`config.mk`:
```
export PLATFORM = sky130hd
export DESIGN_NAME = spe_status_packet_encoder
export DESIGN_NICKNAME = d
export VERILOG_FILES = /design/src/include/spe_pkg.sv /design/src/design/spe_status_packet_encoder.sv
export VERILOG_INCLUDE_DIRS = /design/src /design/src/include
export SDC_FILE = /design/constraint.sdc
export NUM_CORES = 1
export LEC_CHECK = 0
export ABC_AREA = 1
export BUFFER_PORTS_ARGS = -buffer_cell sky130_fd_sc_hd__buf_2
export CAP_MARGIN = 20
export CORE_MARGIN = 5
export CORE_UTILIZATION = 55
export DETAILED_ROUTE_END_ITERATION = 6
export MAX_ROUTING_LAYER = met4
export PLACE_DENSITY = 0.78
export SYNTH_ARGS = -nofsm -noshare
export SYNTH_HDL_FRONTEND = slang
export SYNTH_SLANG_ARGS = --single-unit
```
`constraint.sdc`:
```
create_clock -name clk -period 3.7 [get_ports clk]
set_input_delay 0.185 -clock clk [delete_from_list [all_inputs] [get_ports clk]]
set_output_delay 0.185 -clock clk [all_outputs]
set_load 0.005 [all_outputs]
```
`src/include/spe_regs.svh`:
```
// Register offsets, field positions and constants of the status packet encoder
`ifndef SPE_REGS_SVH
`define SPE_REGS_SVH
`define SPE_OFF_CTRL 6'h00
`define SPE_OFF_SRC 6'h04
`define SPE_OFF_IOCFG 6'h08
`define SPE_OFF_LIM_A 6'h0C
`define SPE_OFF_LIM_MEM 6'h10
`define SPE_OFF_REV 6'h14
`define SPE_OFF_STATUS 6'h18
`define SPE_OFF_INT_STAT 6'h1C
`define SPE_OFF_INT_MASK 6'h20
`define SPE_CTRL_START 0
`define SPE_ST_FAULT 0
`define SPE_ST_BUSY 1
`define SPE_INT_DONE 0
`define SPE_INT_FAULT 1
`define SPE_INT_W 2
`define SPE_LIM_W 12
`define SPE_LIM_MAX 12'hFFF
`define SPE_DIGIT_MAX 4'h9
`define SPE_STOP_BYTE 8'h0B
`define SPE_SRC_SERIAL 3'h0
`define SPE_SRC_MEMORY 3'h1
`define SPE_SRC_CTRLPORT 3'h2
`define SPE_SRC_PANEL 3'h4
`define SPE_LIMSRC_BAD 2'h3
`define SPE_IO_ALWAYS1 2'h1
`define SPE_IO_UNUSED_HI 2'h0
`define SPE_IO_UNUSED 1'h0
`define SPE_IDX_DEC 3'h0
`define SPE_IDX_IO 3'h1
`define SPE_IDX_LIMA_LO 3'h2
`define SPE_IDX_LIMA_HI 3'h3
`define SPE_IDX_MEM_LO 3'h4
`define SPE_IDX_MEM_HI 3'h5
`define SPE_IDX_STOP1 3'h6
`define SPE_IDX_STOP2 3'h7
`define SPE_STEP_50A_UA 12210
`define SPE_STEP_60A_UA 14650
`endif

```
`src/include/spe_pkg.sv`:
```
// Types shared by the status packet encoder
package spe_pkg;
	typedef struct packed {
		logic [2:0] temp_src;
		logic [2:0] cur_src;
		logic [1:0] lim_src;
	} spe_src_t;
	typedef struct packed {
		logic interlock_en;
		logic shutdown_pos;
		logic shutdown_permit;
	} spe_io_t;
	typedef struct packed {
		logic [3:0] digit_second;
		logic [3:0] digit_first;
	} spe_rev_t;
	typedef enum logic {SPE_IDLE, SPE_SEND} spe_state_t;
endpackage : spe_pkg

```
`src/design/spe_status_packet_encoder.sv`:
```
// Status packet encoder: register slave, byte stream and interrupts
// What this block does
// - temperature source in decoder bits 7..5
// - undefined source code raises decoder fault flag
// - io byte bit0 set when shutdown permitted
// - io byte bit2 set for positive shutdown
// - io byte bit3 set while interlock enabled
// - current limits are 12-bit, 4095 steps
// - memory limit high nibble in byte 10
// - first revision digit in byte 8 upper
// - second revision digit in byte 10 upper
// - current source in decoder bits 4..2
// - packet ends with stop byte 0B twice
//
// Added by the designer: the Avalon-MM register port and the register offsets.
`timescale 1ns/1ps
`include "spe_regs.svh"
`default_nettype none
module spe_status_packet_encoder import spe_pkg::*; (
	input wire logic clk,
	input wire logic reset,
	input wire logic [5:0] avs_address,
	input wire logic avs_read,
	input wire logic avs_write,
	input wire logic [31:0] avs_writedata,
	output logic [31:0] avs_readdata,
	output logic avs_waitrequest,
	output logic irq,
	output logic [7:0] tx_data,
	output logic tx_valid,
	input wire logic tx_ready,
	output logic decoder_fault_error_flag
);
	// Step sizes in microamps per count; used by software scaling only
	localparam int STEP_50A_UA = `SPE_STEP_50A_UA;
	localparam int STEP_60A_UA = `SPE_STEP_60A_UA;

	function automatic logic src_ok(input logic [2:0] code);
		src_ok = (code == `SPE_SRC_SERIAL) || (code == `SPE_SRC_MEMORY) ||
			(code == `SPE_SRC_CTRLPORT) || (code == `SPE_SRC_PANEL);
	endfunction : src_ok

	function automatic logic [3:0] clamp_digit(input logic [3:0] d);
		clamp_digit = (d > `SPE_DIGIT_MAX) ? `SPE_DIGIT_MAX : d;
	endfunction : clamp_digit

	// Bits 7..6 are the fixed 0 and 1 pair, so the host can spot a misframe
	function automatic logic [7:0] io_pack(input spe_io_t io);
		io_pack = {`SPE_IO_ALWAYS1, `SPE_IO_UNUSED_HI, io.interlock_en,
			io.shutdown_pos, `SPE_IO_UNUSED, io.shutdown_permit};
	endfunction : io_pack

	spe_src_t src_reg;
	spe_io_t io_reg;
	spe_rev_t rev_reg;
	logic [11:0] lim_a_reg;
	logic [11:0] lim_mem_reg;
	logic [1:0] int_stat_reg;
	logic [1:0] int_mask_reg;
	logic [1:0] int_stat_next;
	logic [1:0] rd_clear_reg;
	spe_src_t src_snap_reg;
	spe_io_t io_snap_reg;
	spe_rev_t rev_snap_reg;
	logic [11:0] lim_a_snap_reg;
	logic [11:0] lim_mem_snap_reg;
	spe_state_t state_reg;
	logic [2:0] idx_reg;
	logic [31:0] avs_readdata_reg;
	logic avs_waitrequest_reg;
	logic irq_reg;
	logic [7:0] tx_data_reg;
	logic tx_valid_reg;
	logic fault_reg;
	logic fault_prev_reg;
	logic [31:0] rd_mux;
	logic [7:0] byte_mux;

	wire req = avs_read | avs_write;
	wire accept = req & avs_waitrequest_reg;
	wire done = req & ~avs_waitrequest_reg;
	wire wr_done = done & avs_write;
	wire rd_done = done & avs_read;
	wire sel_ctrl = (avs_address == `SPE_OFF_CTRL);
	wire sel_src = (avs_address == `SPE_OFF_SRC);
	wire sel_io = (avs_address == `SPE_OFF_IOCFG);
	wire sel_lim_a = (avs_address == `SPE_OFF_LIM_A);
	wire sel_lim_mem = (avs_address == `SPE_OFF_LIM_MEM);
	wire sel_rev = (avs_address == `SPE_OFF_REV);
	wire sel_int_stat = (avs_address == `SPE_OFF_INT_STAT);
	wire sel_int_mask = (avs_address == `SPE_OFF_INT_MASK);
	wire start = wr_done & sel_ctrl & avs_writedata[`SPE_CTRL_START] &
		(state_reg == SPE_IDLE);
	wire handshake = tx_valid_reg & tx_ready;
	wire last_byte = (idx_reg == `SPE_IDX_STOP2);
	wire pkt_done = handshake & last_byte;
	wire src_fault = (src_reg.lim_src == `SPE_LIMSRC_BAD) |
		~src_ok(src_reg.cur_src) | ~src_ok(src_reg.temp_src);
	wire fault_rise = fault_reg & ~fault_prev_reg;
	wire [2:0] idx_inc = 3'(idx_reg + 3'h1);
	wire [2:0] idx_load = start ? `SPE_IDX_DEC : idx_inc;
	wire [7:0] io_byte = io_pack(io_snap_reg);
	wire [7:0] io_byte_live = io_pack(io_reg);

	// Read mux; the start bit reads back zero, it is a command only
	always_comb begin
		rd_mux = 32'h0000_0000;
		if (sel_src) begin
			rd_mux[7:0] = src_reg;
		end else if (sel_io) begin
			rd_mux[7:0] = io_byte_live;
		end else if (sel_lim_a) begin
			rd_mux[11:0] = lim_a_reg;
		end else if (sel_lim_mem) begin
			rd_mux[11:0] = lim_mem_reg;
		end else if (sel_rev) begin
			rd_mux[7:0] = rev_reg;
		end else if (avs_address == `SPE_OFF_STATUS) begin
			rd_mux[`SPE_ST_FAULT] = fault_reg;
			rd_mux[`SPE_ST_BUSY] = (state_reg == SPE_SEND);
		end else if (sel_int_stat) begin
			rd_mux[1:0] = int_stat_reg;
		end else if (sel_int_mask) begin
			rd_mux[1:0] = int_mask_reg;
		end
	end

	// Byte selection from the snapshot taken at packet start
	always_comb begin
		byte_mux = `SPE_STOP_BYTE;
		case (idx_load)
			`SPE_IDX_DEC: byte_mux = start ? src_reg : src_snap_reg;
			`SPE_IDX_IO: byte_mux = io_byte;
			`SPE_IDX_LIMA_LO: byte_mux = lim_a_snap_reg[7:0];
			`SPE_IDX_LIMA_HI: byte_mux = {rev_snap_reg.digit_first,
				lim_a_snap_reg[11:8]};
			`SPE_IDX_MEM_LO: byte_mux = lim_mem_snap_reg[7:0];
			`SPE_IDX_MEM_HI: byte_mux = {rev_snap_reg.digit_second,
				lim_mem_snap_reg[11:8]};
			default: byte_mux = `SPE_STOP_BYTE;
		endcase
	end

	// Set wins over clear: only bits already returned by the read are cleared
	always_comb begin
		int_stat_next = int_stat_reg;
		if (rd_done && sel_int_stat) begin
			int_stat_next = int_stat_reg & ~rd_clear_reg;
		end
		int_stat_next[`SPE_INT_DONE] = int_stat_next[`SPE_INT_DONE] | pkt_done;
		int_stat_next[`SPE_INT_FAULT] = int_stat_next[`SPE_INT_FAULT] |
			fault_rise;
	end

	// Bus slave: one wait cycle, then the access completes
	always_ff @(posedge clk) begin
		if (reset) begin
			avs_waitrequest_reg <= 1'b1;
			avs_readdata_reg <= 32'h0000_0000;
			rd_clear_reg <= 2'h0;
		end else if (accept) begin
			avs_waitrequest_reg <= 1'b0;
			avs_readdata_reg <= rd_mux;
			rd_clear_reg <= rd_mux[1:0];
		end else begin
			avs_waitrequest_reg <= 1'b1;
		end
	end

	always_ff @(posedge clk) begin
		if (reset) begin
			src_reg <= '0;
			io_reg <= '0;
			rev_reg <= '0;
			lim_a_reg <= 12'h000;
			lim_mem_reg <= 12'h000;
			int_mask_reg <= 2'h0;
		end else if (wr_done) begin
			if (sel_src) begin
				src_reg <= avs_writedata[7:0];
			end else if (sel_io) begin
				io_reg <= {avs_writedata[3], avs_writedata[2], avs_writedata[0]};
			end else if (sel_lim_a) begin
				lim_a_reg <= avs_writedata[`SPE_LIM_W-1:0];
			end else if (sel_lim_mem) begin
				lim_mem_reg <= avs_writedata[`SPE_LIM_W-1:0];
			end else if (sel_rev) begin
				rev_reg.digit_first <= clamp_digit(avs_writedata[3:0]);
				rev_reg.digit_second <= clamp_digit(avs_writedata[7:4]);
			end else if (sel_int_mask) begin
				int_mask_reg <= avs_writedata[`SPE_INT_W-1:0];
			end
		end
	end

	always_ff @(posedge clk) begin
		if (reset) begin
			int_stat_reg <= 2'h0;
			irq_reg <= 1'b0;
			fault_reg <= 1'b0;
			fault_prev_reg <= 1'b0;
		end else begin
			int_stat_reg <= int_stat_next;
			irq_reg <= |(int_stat_next & int_mask_reg);
			fault_reg <= src_fault;
			fault_prev_reg <= fault_reg;
		end
	end

	// Snapshot keeps one packet coherent while software rewrites registers
	always_ff @(posedge clk) begin
		if (reset) begin
			src_snap_reg <= '0;
			io_snap_reg <= '0;
			rev_snap_reg <= '0;
			lim_a_snap_reg <= 12'h000;
			lim_mem_snap_reg <= 12'h000;
		end else if (start) begin
			src_snap_reg <= src_reg;
			io_snap_reg <= io_reg;
			rev_snap_reg <= rev_reg;
			lim_a_snap_reg <= lim_a_reg;
			lim_mem_snap_reg <= lim_mem_reg;
		end
	end

	// Stream: data held steady until the sink takes it
	always_ff @(posedge clk) begin
		if (reset) begin
			state_reg <= SPE_IDLE;
			idx_reg <= `SPE_IDX_DEC;
			tx_valid_reg <= 1'b0;
			tx_data_reg <= 8'h00;
		end else begin
			case (state_reg)
				SPE_IDLE: begin
					if (start) begin
						state_reg <= SPE_SEND;
						idx_reg <= `SPE_IDX_DEC;
						tx_valid_reg <= 1'b1;
						tx_data_reg <= byte_mux;
					end
				end
				SPE_SEND: begin
					if (pkt_done) begin
						state_reg <= SPE_IDLE;
						tx_valid_reg <= 1'b0;
					end else if (handshake) begin
						idx_reg <= idx_inc;
						tx_data_reg <= byte_mux;
					end
				end
				default: state_reg <= SPE_IDLE;
			endcase
		end
	end

	assign avs_readdata = avs_readdata_reg;
	assign avs_waitrequest = avs_waitrequest_reg;
	assign irq = irq_reg;
	assign tx_data = tx_data_reg;
	assign tx_valid = tx_valid_reg;
	assign decoder_fault_error_flag = fault_reg;
endmodule : spe_status_packet_encoder
`default_nettype wire

```
==> impl_results.md, run 1 <==
- Area grow syn2layout: 17.01%
- Worst r2r dst: tx_data[7]$_SDFFE_PP0P_
- Die ar.: 11,660 um^2
- Type of the worst min-delay path: in -> reg
- Final setup TNS: 0 ns
- Core ar.: 9284 um^2
- Post-Synthesis Cells: 708
- Switching share of power: 22.86%
- P per Cell Area: 486.1 nW/um^2
- ANT cells: 0
- Slew HR: 54.71%
- RSZ-0062 raised after global routing: no
- Drt total wl: 15,200 um
- R2R cell count: 10
- Clk Latency, worst-skew pair: 0.52 ns
- IO buf count: 46
- Initial antenna violation count: 0
- Gr ovfl total: 0
- Internal power: 0.002317 W
- Worst setup EP type: flop
- NumNets Final: 805
- Post-route clock period utilization: 62.43%
- End of the critical path: tx_data[7]$_SDFFE_PP0P_
- Remaining DRCs: 0
- Share of layout cells above drive strength 1: 15.91%
- Via count: 5,011
- Clock power share: 52.7%
- Net Sw Power: 0.0006867 W
- Via-to-Cell Ratio: 5.555
- Rows: 35
- Final Power: 0.003004 W
- Largest net degree at the start of global routing: 54
- DRT iter0 DRCs: 531
- First-pass GRT wire length: 24,230 um
- Max IR drop VDD: 0.0003665 V
- WL per Instance: 16.85 um
- RePlAce Congestion: 0.9493
- Footprint of the multi-input gates: 2396 um^2
- Comb pwr share: 4.2%
- Mapped cell area: 5281 um^2
- Post-CTS Setup Inserts: 0
- TritonCTS Sinks: 119
- CTS tree: yes
- Worst Skew: 0.006490 ns
- Max Fclk: 0.4329 GHz
- CP startpoint: avs_waitrequest$_SDFF_PP1_
- Crit Path Max Fanout: 53
- Top area cells in the synthesized netlist: dfxtp_1 45%, a21oi_1 9.7%, o21ai_0 8.1%, nand2_1 7.7%, nor2_1 5.6%
- Vias in the first global route: 4,684
- Seq/Total Area, Yosys: 45.11%
- Fillers: 819
- All-Layer GR Usage: 27.51%
- Clock slew seen by the registers of the worst setup and hold paths: 0.06 ns
- Sequential Power Share: 43.0%
- Die H: 108.0 um
- WHS: 0.01604 ns
- Synthesis-stage register bit count: 119
- Slew Viols, Final: 0
- Longest Clk Path Bufs: 2
- Flop2flop setup slack: 1.39 ns
- Hold_buf cts: 13
- Critical Path AT: 2.70 ns
- Least-Margin Pin Slew: 0.6787 ns
- Min cycle time layout: 2.310 ns
- Final hold vios: 0
- Status: finished, final reports clean
- I/O Pins: 87
- Worst Path Required: 4.09 ns
- DRT antenna net count: 0
- Dpl hpwl: 10,650 um
- H-tree levels: 4
- Final setup viols: 0
- Netlist cell types: 41
- Startpoint Class: flop
- Worst Hold Launch: avs_writedata[7]
- Setup Slack @ Placement: 1.331 ns
- DR pass1 iterations: 5
- Starting Density: 56.89%
- Leak: 2.487 nW
- Die Width: 108.0 um
- Syn Area/Cell: 7.459 um^2
- FF/Latch Area: 2382 um^2
- Post-synth top area cell: dfxtp_1
- # resized after CTS: 0
- Maximum capacitance violations: 0
- Worst r2r src: avs_waitrequest$_SDFF_PP1_
- Synth top area share: 45.11%
- CTS Buf Count: 17
- Worst setup slack after layout: 1.390 ns
- Synth warn: 0
- Setup Crit Path Kind: reg -> reg
- CTS Root Cell: clkbuf_8
[per-layer routing]
layer | global-route usage, % | routed length (um) | up-vias
li1 | - | - | 2416
met1 | 35.83 | 6362 | 2309
met2 | 42.10 | 7178 | 255
met3 | 6.269 | 1304 | 31
met4 | 9.919 | 355 | 0
met5 | - | 0 | -
[synthesized netlist by cell type, drive strengths merged]
library cell,count
ha,2
nor3,5
nand3b,1
o32ai,1
a211oi,3
buf,37
or2,1
conb,1
and3,1
a22oi,4
dfxtp,119
clkinv,2
o2111ai,3
a21oi,103
o21ai,93
nand2,114
nand3,24
inv,70
nor2,90
o211ai,2
nand4,13
clkbuf,13
a31oi,4
o31ai,1
a221oi,1
[power groups by stage]
stage                      logic, W  registers (W)  clock network, W
after detailed placement   0.000114        0.00132                 0
final                      0.000127        0.00129           0.00158
after global placement     0.000112        0.00132                 0
after floorplan           0.0000844        0.00132                 0
after CTS                  0.000124        0.00129           0.00159
after global routing       0.000139        0.00129           0.00165
[worst max-delay path: stages (launching register included)]
cell and delay [ns]:
dfxtp_1 0.33, inv_2 0.08, nand2_2 0.11, nor2_1 0.19, nand3_4 0.47, nand4_1 0.37
inv_1 0.14, nand2_1 0.10, nand2_1 0.05, o21ai_0 0.22, a21oi_1 0.10
[logic make-up (layout without fill, tap and decap cells)]
group                    count (synthesis)  after routing  synth area share, %
AO/OA/AOI/OAI                          215            215                21.84
flip-flops                             119            119                45.11
buffers and inverters                  122            168                10.87
other                                    1             20              0.07101
AND/OR/NAND/NOR                        249            249                21.63
adder cells (fa/ha/maj)                  2              2               0.4737
[final cells by class]
type	instances	area share, %
sequential	119	38.55
timing repair buffer	64	6.439
multi-input combinational	486	38.77
clock buffer	20	7.208
inverter	72	4.373
tap	129	2.612
clock inverter	12	2.045
[how the worst min path moves through the flow]
stage	to	slack, ns	cells after the start
global placement	lim_a_reg[8]$_SDFFE_PP0P_	0.44	3
detailed placement	int_stat_reg[1]$_SDFF_PP0_	0.45	1
floorplan	lim_a_reg[8]$_SDFFE_PP0P_	0.32	2
finish	src_reg[7]$_SDFFE_PP0P_	0.02	3
global route	src_reg[7]$_SDFFE_PP0P_	0.04	3
CTS	lim_a_reg[7]$_SDFFE_PP0P_	0.0009	3
[placed cells by master (no fill, tap or decap), types with 4 or more instances in the layout]
master / n
a22oi_1: 4
inv_2: 13
nand3_1: 20
a21oi_1: 102
clkinv_2: 4
inv_1: 57
clkbuf_16: 16
nor2_1: 79
dlygate4sd3_1: 13
o21ai_0: 86
dfxtp_1: 119
buf_4: 5
o21ai_1: 4
a31oi_1: 4
nor3_1: 4
nor2_2: 6
buf_2: 46
conb_1: 20
nand2_1: 109
nor2_4: 4
nand4_1: 12
clkinvlp_4: 5
[stage by stage]
step	instances	util [%]	cell area [um^2]
floorplan	727	-	5353
global route	902	66.56	6180
global placement	857	59.00	5478
finish	902	66.56	6180
CTS	902	66.56	6180
detailed placement	857	59.00	5478
Power figures use the tool's default switching activity.
==> run 2, diff against run 1 <==
==> constraint.sdc (replaced) <==
create_clock -name clk -period 2.3 [get_ports clk]
set_input_delay 0.115 -clock clk [delete_from_list [all_inputs] [get_ports clk]]
set_output_delay 0.115 -clock clk [all_outputs]
set_load 0.005 [all_outputs]
==> run 2 against run 1 <==
  * Count of clock-buffer cells in the layout increased by 3
  * Utilization increased by 1.8 points
  * Register-to-register slack lost 1.2 ns
  * Sequential power increased by 61%
  * First-iteration DRC count rose by 16%
  * Maximum frequency up 12%
  * Die area stayed put
  * Clock power increased by 82%
  * Final area grew 2.7%
  * Setup slack got worse by 1.2 ns
  * Global-route usage up 0.32 points
  * Flip-flop and latch count unchanged
  * Critical path type unchanged
  * Largest power group unchanged
==> impl_results.md, run 2 (synthesis gave the netlist of run 1 again) <==
- Status: finished, final reports clean (unchanged)
- DRT iter0 DRCs: 615 (was 531)
- Area after DPL: 5520 um^2 (was 5478 um^2)
- Die H: 108.0 um (unchanged)
- All-Layer GR Usage: 27.83% (was 27.51%)
- Post-Place Cells: 861 (was 857)
- Setup Slack @ Placement: 0.2747 ns (was 1.331 ns)
- Busiest grt layer: met2 (unchanged)
- Worst Path Required: 2.74 ns (was 4.09 ns)
- Via count: 5,092 (was 5,011)
- Longest Clk Path Bufs: 2 (unchanged)
- Non-filler cells, final: 910 (was 902)
- Core ar.: 9284 um^2 (unchanged)
- Setup Crit Path Kind: reg -> reg (unchanged)
- Most frequent cells in the layout: 119 x dfxtp_1, 109 x nand2_1, 102 x a21oi_1 (unchanged)
- CTS tree: yes (unchanged)
- RePlAce Congestion: 0.9980 (was 0.9493)
- Crit Path Max Fanout: 9 (was 53)
- CTS Buf Count: 17 (unchanged)
- Gr ovfl total: 0 (unchanged)
- Worst setup slack after layout: 0.2399 ns (was 1.390 ns)
- NumNets Final: 814 (was 805)
- Startpoint Class: flop (unchanged)
- DRT antenna net count: 0 (unchanged)
- RSZ-0062 raised after global routing: no (unchanged)
- TritonCTS Sinks: 119 (unchanged)
- CTS Root Cell: clkbuf_8 (unchanged)
- Final Cell Area: 6345 um^2 (was 6180 um^2)
- Type of the worst min-delay path: in -> reg (unchanged)
- Max IR drop VDD: 0.0005443 V (was 0.0003665 V)
- Post-route clock period utilization: 89.57% (was 62.43%)
- Max Fclk: 0.4854 GHz (was 0.4329 GHz)
- Remaining DRCs: 0 (unchanged)
- Drt total wl: 15,210 um (was 15,200 um)
- Area grow syn2layout: 20.14% (was 17.01%)
- Worst Skew: 0.007302 ns (was 0.006490 ns)
- Worst setup EP type: flop (unchanged)
- DR pass1 iterations: 7 (was 5)
- Most common cell after layout, fill and taps aside: dfxtp_1 (unchanged)
- Met2 Resource Use GR: 43.03% (was 42.10%)
- Rows: 35 (unchanged)
- First-pass GRT wire length: 24,560 um (was 24,230 um)
- Met3 Resource Use GR: 6.567% (was 6.269%)
- Critical Path AT: 2.50 ns (was 2.70 ns)
- Starting Density: 56.89% (unchanged)
- Final Power: 0.005172 W (was 0.003004 W)
- Die ar.: 11,660 um^2 (unchanged)
- Fillers: 795 (was 819)
- Dpl hpwl: 10,730 um (was 10,650 um)
- Vias in the first global route: 5,015 (was 4,684)
- Min cycle time layout: 2.060 ns (was 2.310 ns)
- WL per Instance: 16.72 um (was 16.85 um)
- Share of layout cells above drive strength 1: 16.01% (was 15.91%)
- Final setup viols: 0 (unchanged)
- H-tree levels: 4 (unchanged)
- Routing usage on met1: 34.91% (was 35.83%)
- Via-to-Cell Ratio: 5.596 (was 5.555)
- Clock slew seen by the registers of the worst setup and hold paths: 0.06 ns (about the same)
- Least-Margin Pin Slew: 0.5904 ns (was 0.6787 ns)
- IO buf count: 46 (unchanged)
- Largest net degree at the start of global routing: 83 (was 54)
- I/O Pins: 87 (unchanged)
- Final setup TNS: 0 ns (unchanged)
- ANT cells: 0 (unchanged)
- Maximum capacitance violations: 0 (unchanged)
- Final hold vios: 0 (unchanged)
- Slew HR: 60.60% (was 54.71%)
- P per Cell Area: 815.2 nW/um^2 (was 486.1 nW/um^2)
- Die Width: 108.0 um (unchanged)
- Slew Viols, Final: 0 (unchanged)
- Initial antenna violation count: 0 (unchanged)
- Clk Latency, worst-skew pair: 0.51 ns (was 0.52 ns)
- Leak: 2.571 nW (was 2.487 nW)
==> run 2: worst paths after layout <==
check | slack [ns] | cells after the start | from | endpoint
setup / recovery | 0.24 | 10 | idx_reg[0]$_SDFFE_PP0P_ | tx_data[6]$_SDFFE_PP0P_
hold / removal | 0.09 | 5 | avs_read | avs_waitrequest$_SDFF_PP1_
setup reg to reg | 0.24 | 10 | idx_reg[0]$_SDFFE_PP0P_ | tx_data[6]$_SDFFE_PP0P_
hold reg to reg | 0.46 | 2 | io_byte[2]$_SDFFE_PP0P_ | io_byte[2]$_SDFFE_PP0P_
==> run 2: metal layers <==
metal,routed length [um],vias to the layer above
met3,1147,37
met4,488,0
li1,-,2436
met1,6428,2369
met5,0,-
met2,7148,250
==> run 2: metrics by stage <==
step / util [%] / hold slack [ns]
2_1_floorplan: - / 0.2499
3_3_place_gp: 59.46 / 0.3651
3_5_place_dp: 59.46 / 0.3893
4_1_cts: 68.34 / 0.07486
5_1_grt: 68.34 / 0.1167
6_report: 68.34 / 0.09127
==> run 2: layout make-up <==
type                       instances  area, um^2  area share [%]
timing repair buffer              73       490.5           7.730
multi-input combinational        486        2396           37.76
clock inverter                     8       167.7           2.642
clock buffer                      23       476.7           7.513
inverter                          72       270.3           4.260
tap                              129       161.4           2.544
sequential                       119        2382           37.55
==> run 2: power by group <==
part | internal (W) | switching (W) | total [W]
Combinational | 0.0000704 | 0.000143 | 0.000213
Clock | 0.00198 | 0.000904 | 0.00288
Sequential | 0.00207 | 0.00000694 | 0.00208
==> run 2: critical path, cell delays in order, from the launching register on <==
cell and delay, ns:
dfxtp_1 0.39, ha_1 0.23, ha_1 0.43, inv_2 0.14, nor2_1 0.25, nand2_1 0.14
nor2_1 0.11, nor2_1 0.05, nand3b_1 0.07, nand2_1 0.06, a21oi_1 0.11
==> run 2: what timing repair did <==
action,CTS,global route
hold endpoints to repair,38,0
hold buffers,18,0
buffers inserted,0,0
resized for setup,0,0
endpoints found under the setup margin,0,0
==> run 3, diff against run 2 <==
==> constraint.sdc (replaced) <==
create_clock -name clk -period 2.5 [get_ports clk]
set_input_delay 0.125 -clock clk [delete_from_list [all_inputs] [get_ports clk]]
set_output_delay 0.125 -clock clk [all_outputs]
set_load 0.005 [all_outputs]
==> run 3 against run 2 <==
  * Count of clock-buffer cells in the layout decreased by 5
  * First-iteration DRC count decreased by 21%
  * Maximum frequency decreased by 3.0%
  * Clock skew increased by 0.0030 ns
  * Sequential share of layout area increased by 0.22 points
  * Via count increased by 1.3%
  * Largest cell class unchanged
  * Critical path depth decreased by 1
  * Power decreased by 9.4%
  * Hold slack got worse by 0.012 ns
==> impl_results.md, run 3 (synthesis gave the netlist of run 1 again) <==
- Hold EP: src_reg[0]$_SDFFE_PP0P_ (was avs_waitrequest$_SDFF_PP1_)
- IO buf count: 46 (unchanged)
- Type of the worst min-delay path: in -> reg (unchanged)
- Leak: 2.549 nW (was 2.571 nW)
- Slew Viols, Final: 0 (unchanged)
- Clk Latency, worst-skew pair: 0.51 ns (about the same)
- Net Sw Power: 0.001008 W (was 0.001054 W)
- Final Cell Area: 6307 um^2 (was 6345 um^2)
- Worst Hold Launch: avs_writedata[0] (was avs_read)
- Rows: 35 (unchanged)
- DRT antenna net count: 0 (unchanged)
- Worst Skew: 0.01033 ns (was 0.007302 ns)
- Clock slew seen by the registers of the worst setup and hold paths: 0.06 ns (about the same)
- DRT iter0 DRCs: 487 (was 615)
- Least-Margin Pin Slew: 0.6890 ns (was 0.5904 ns)
- Share of layout cells above drive strength 1: 16.15% (was 16.01%)
- Final setup viols: 0 (unchanged)
- Worst Hold Depth: 3 (was 5)
- Clock power share: 55.0% (was 55.7%)
- Footprint of the multi-input gates: 2396 um^2 (unchanged)
- Remaining DRCs: 0 (unchanged)
- Largest net degree at the start of global routing: 58 (was 83)
- NumNets Final: 812 (was 814)
- Setup Slack @ Placement: 0.4152 ns (was 0.2747 ns)
- ANT cells: 0 (unchanged)
- Die Width: 108.0 um (unchanged)
- Flop2flop setup slack: 0.38 ns (was 0.24 ns)
- Initial antenna violation count: 0 (unchanged)
- Worst Path Required: 2.87 ns (was 2.74 ns)
- Final setup TNS: 0 ns (unchanged)
- Hold_buf cts: 17 (was 18)
- Crit Path Max Fanout: 9 (unchanged)
- Critical Path AT: 2.50 ns (about the same)
- Area after DPL: 5513 um^2 (was 5520 um^2)
- Setup Crit Path Kind: reg -> reg (unchanged)
- Switching share of power: 21.51% (was 20.37%)
- Most frequent cells in the layout: 119 x dfxtp_1, 109 x nand2_1, 102 x a21oi_1 (unchanged)
- Gr ovfl total: 0 (unchanged)
- Max IR drop VDD: 0.0006634 V (was 0.0005443 V)
- WHS: 0.07889 ns (was 0.09127 ns)
- FF/Latch Area: 2382 um^2 (unchanged)
- Worst r2r src: idx_reg[0]$_SDFFE_PP0P_ (unchanged)
- Worst r2r dst: tx_data[7]$_SDFFE_PP0P_ (was tx_data[6]$_SDFFE_PP0P_)
- # resized after CTS: 0 (unchanged)
- Comb pwr share: 4.1% (about the same)
- TritonCTS Sinks: 119 (unchanged)
- Fillers: 769 (was 795)
- All-Layer GR Usage: 28.38% (was 27.83%)
- CTS Buf Count: 17 (unchanged)
- First-pass GRT wire length: 25,210 um (was 24,560 um)
- RePlAce Congestion: 1.002 (was 0.9980)
- RSZ-0062 raised after global routing: no (unchanged)
- Die ar.: 11,660 um^2 (unchanged)
- CTS tree: yes (unchanged)
- Area grow syn2layout: 19.43% (was 20.14%)
- Worst setup EP type: flop (unchanged)
- Via-to-Cell Ratio: 5.675 (was 5.596)
- Status: finished, final reports clean (unchanged)
- Startpoint Class: flop (unchanged)
- DR pass1 iterations: 6 (was 7)
- R2R cell count: 9 (was 10)
- Longest Clk Path Bufs: 2 (unchanged)
- H-tree levels: 4 (unchanged)
- Drt total wl: 15,490 um (was 15,210 um)
- I/O Pins: 87 (unchanged)
- P per Cell Area: 743.0 nW/um^2 (was 815.2 nW/um^2)
- Post-route clock period utilization: 84.93% (was 89.57%)
- Dpl hpwl: 10,980 um (was 10,730 um)
- Min cycle time layout: 2.123 ns (was 2.060 ns)
- Die H: 108.0 um (unchanged)
- Vias in the first global route: 4,958 (was 5,015)
- Core ar.: 9284 um^2 (unchanged)
- Via count: 5,159 (was 5,092)
- Starting Density: 56.89% (unchanged)
- CTS Root Cell: clkbuf_8 (unchanged)
- Final hold vios: 0 (unchanged)
- Internal power: 0.003678 W (was 0.004119 W)
- Most common cell after layout, fill and taps aside: dfxtp_1 (unchanged)
- Worst setup slack after layout: 0.3767 ns (was 0.2399 ns)
- Max Fclk: 0.4710 GHz (was 0.4854 GHz)
- Post-layout util: 67.94% (was 68.34%)
- WL per Instance: 17.04 um (was 16.72 um)
- Sequential Power Share: 40.8% (was 40.2%)
- Post-CTS Setup Inserts: 0 (unchanged)
- Slew HR: 53.79% (was 60.60%)
- Maximum capacitance violations: 0 (unchanged)
-- run 3: critical path, stage by stage, from the launching register on --
cell and delay [ns]:
dfxtp_1 0.39, ha_1 0.24, ha_1 0.45, inv_2 0.14
nand4_1 0.15, inv_1 0.15, nand2_1 0.09, nand3_1 0.07
o21ai_0 0.20, a21oi_1 0.10
-- run 3: how the worst max path moves through the flow --
stage,from,to
finish,idx_reg[0]$_SDFFE_PP0P_,tx_data[7]$_SDFFE_PP0P_
global route,idx_reg[0]$_SDFFE_PP0P_,tx_data[7]$_SDFFE_PP0P_
CTS,idx_reg[0]$_SDFFE_PP0P_,tx_data[7]$_SDFFE_PP0P_
detailed placement,idx_reg[0]$_SDFFE_PP0P_,tx_data[7]$_SDFFE_PP0P_
global placement,idx_reg[0]$_SDFFE_PP0P_,tx_data[6]$_SDFFE_PP0P_
floorplan,idx_reg[0]$_SDFFE_PP0P_,tx_data[6]$_SDFFE_PP0P_
-- run 3: final cells by class --
cell class / instances / share of cell area, %
timing repair buffer: 71 / 7.499
multi-input combinational: 486 / 37.99
sequential: 119 / 37.77
inverter: 72 / 4.285
clock buffer: 18 / 6.626
clock inverter: 14 / 3.273
tap: 129 / 2.559
-- run 3: metrics by stage --
stage	power, W	cells
final	0.004686	909
after global routing	0.004827	909
after CTS	0.004685	909
after detailed placement	0.002125	860
after global placement	0.002121	860
after floorplan	0.002078	727
-- run 3: power by group through the flow --
stage | registers [W] | clock network (W) | logic (W)
finish | 0.00191 | 0.00258 | 0.000194
global route | 0.00191 | 0.00270 | 0.000211
CTS | 0.00191 | 0.00258 | 0.000189
detailed placement | 0.00195 | 0 | 0.000171
global placement | 0.00195 | 0 | 0.000167
floorplan | 0.00195 | 0 | 0.000125
-- run 3: per-layer routing --
layer  up-vias  wire length (um)  track usage (%)  part of all wire, %
li1       2432                 -                -                    -
met1      2421              6270            36.60                   40
met2       270              7484            44.54                   48
met3        36              1323            5.313                  8.5
met4         0               408            10.64                  2.6
met5         -                 0                -                    0
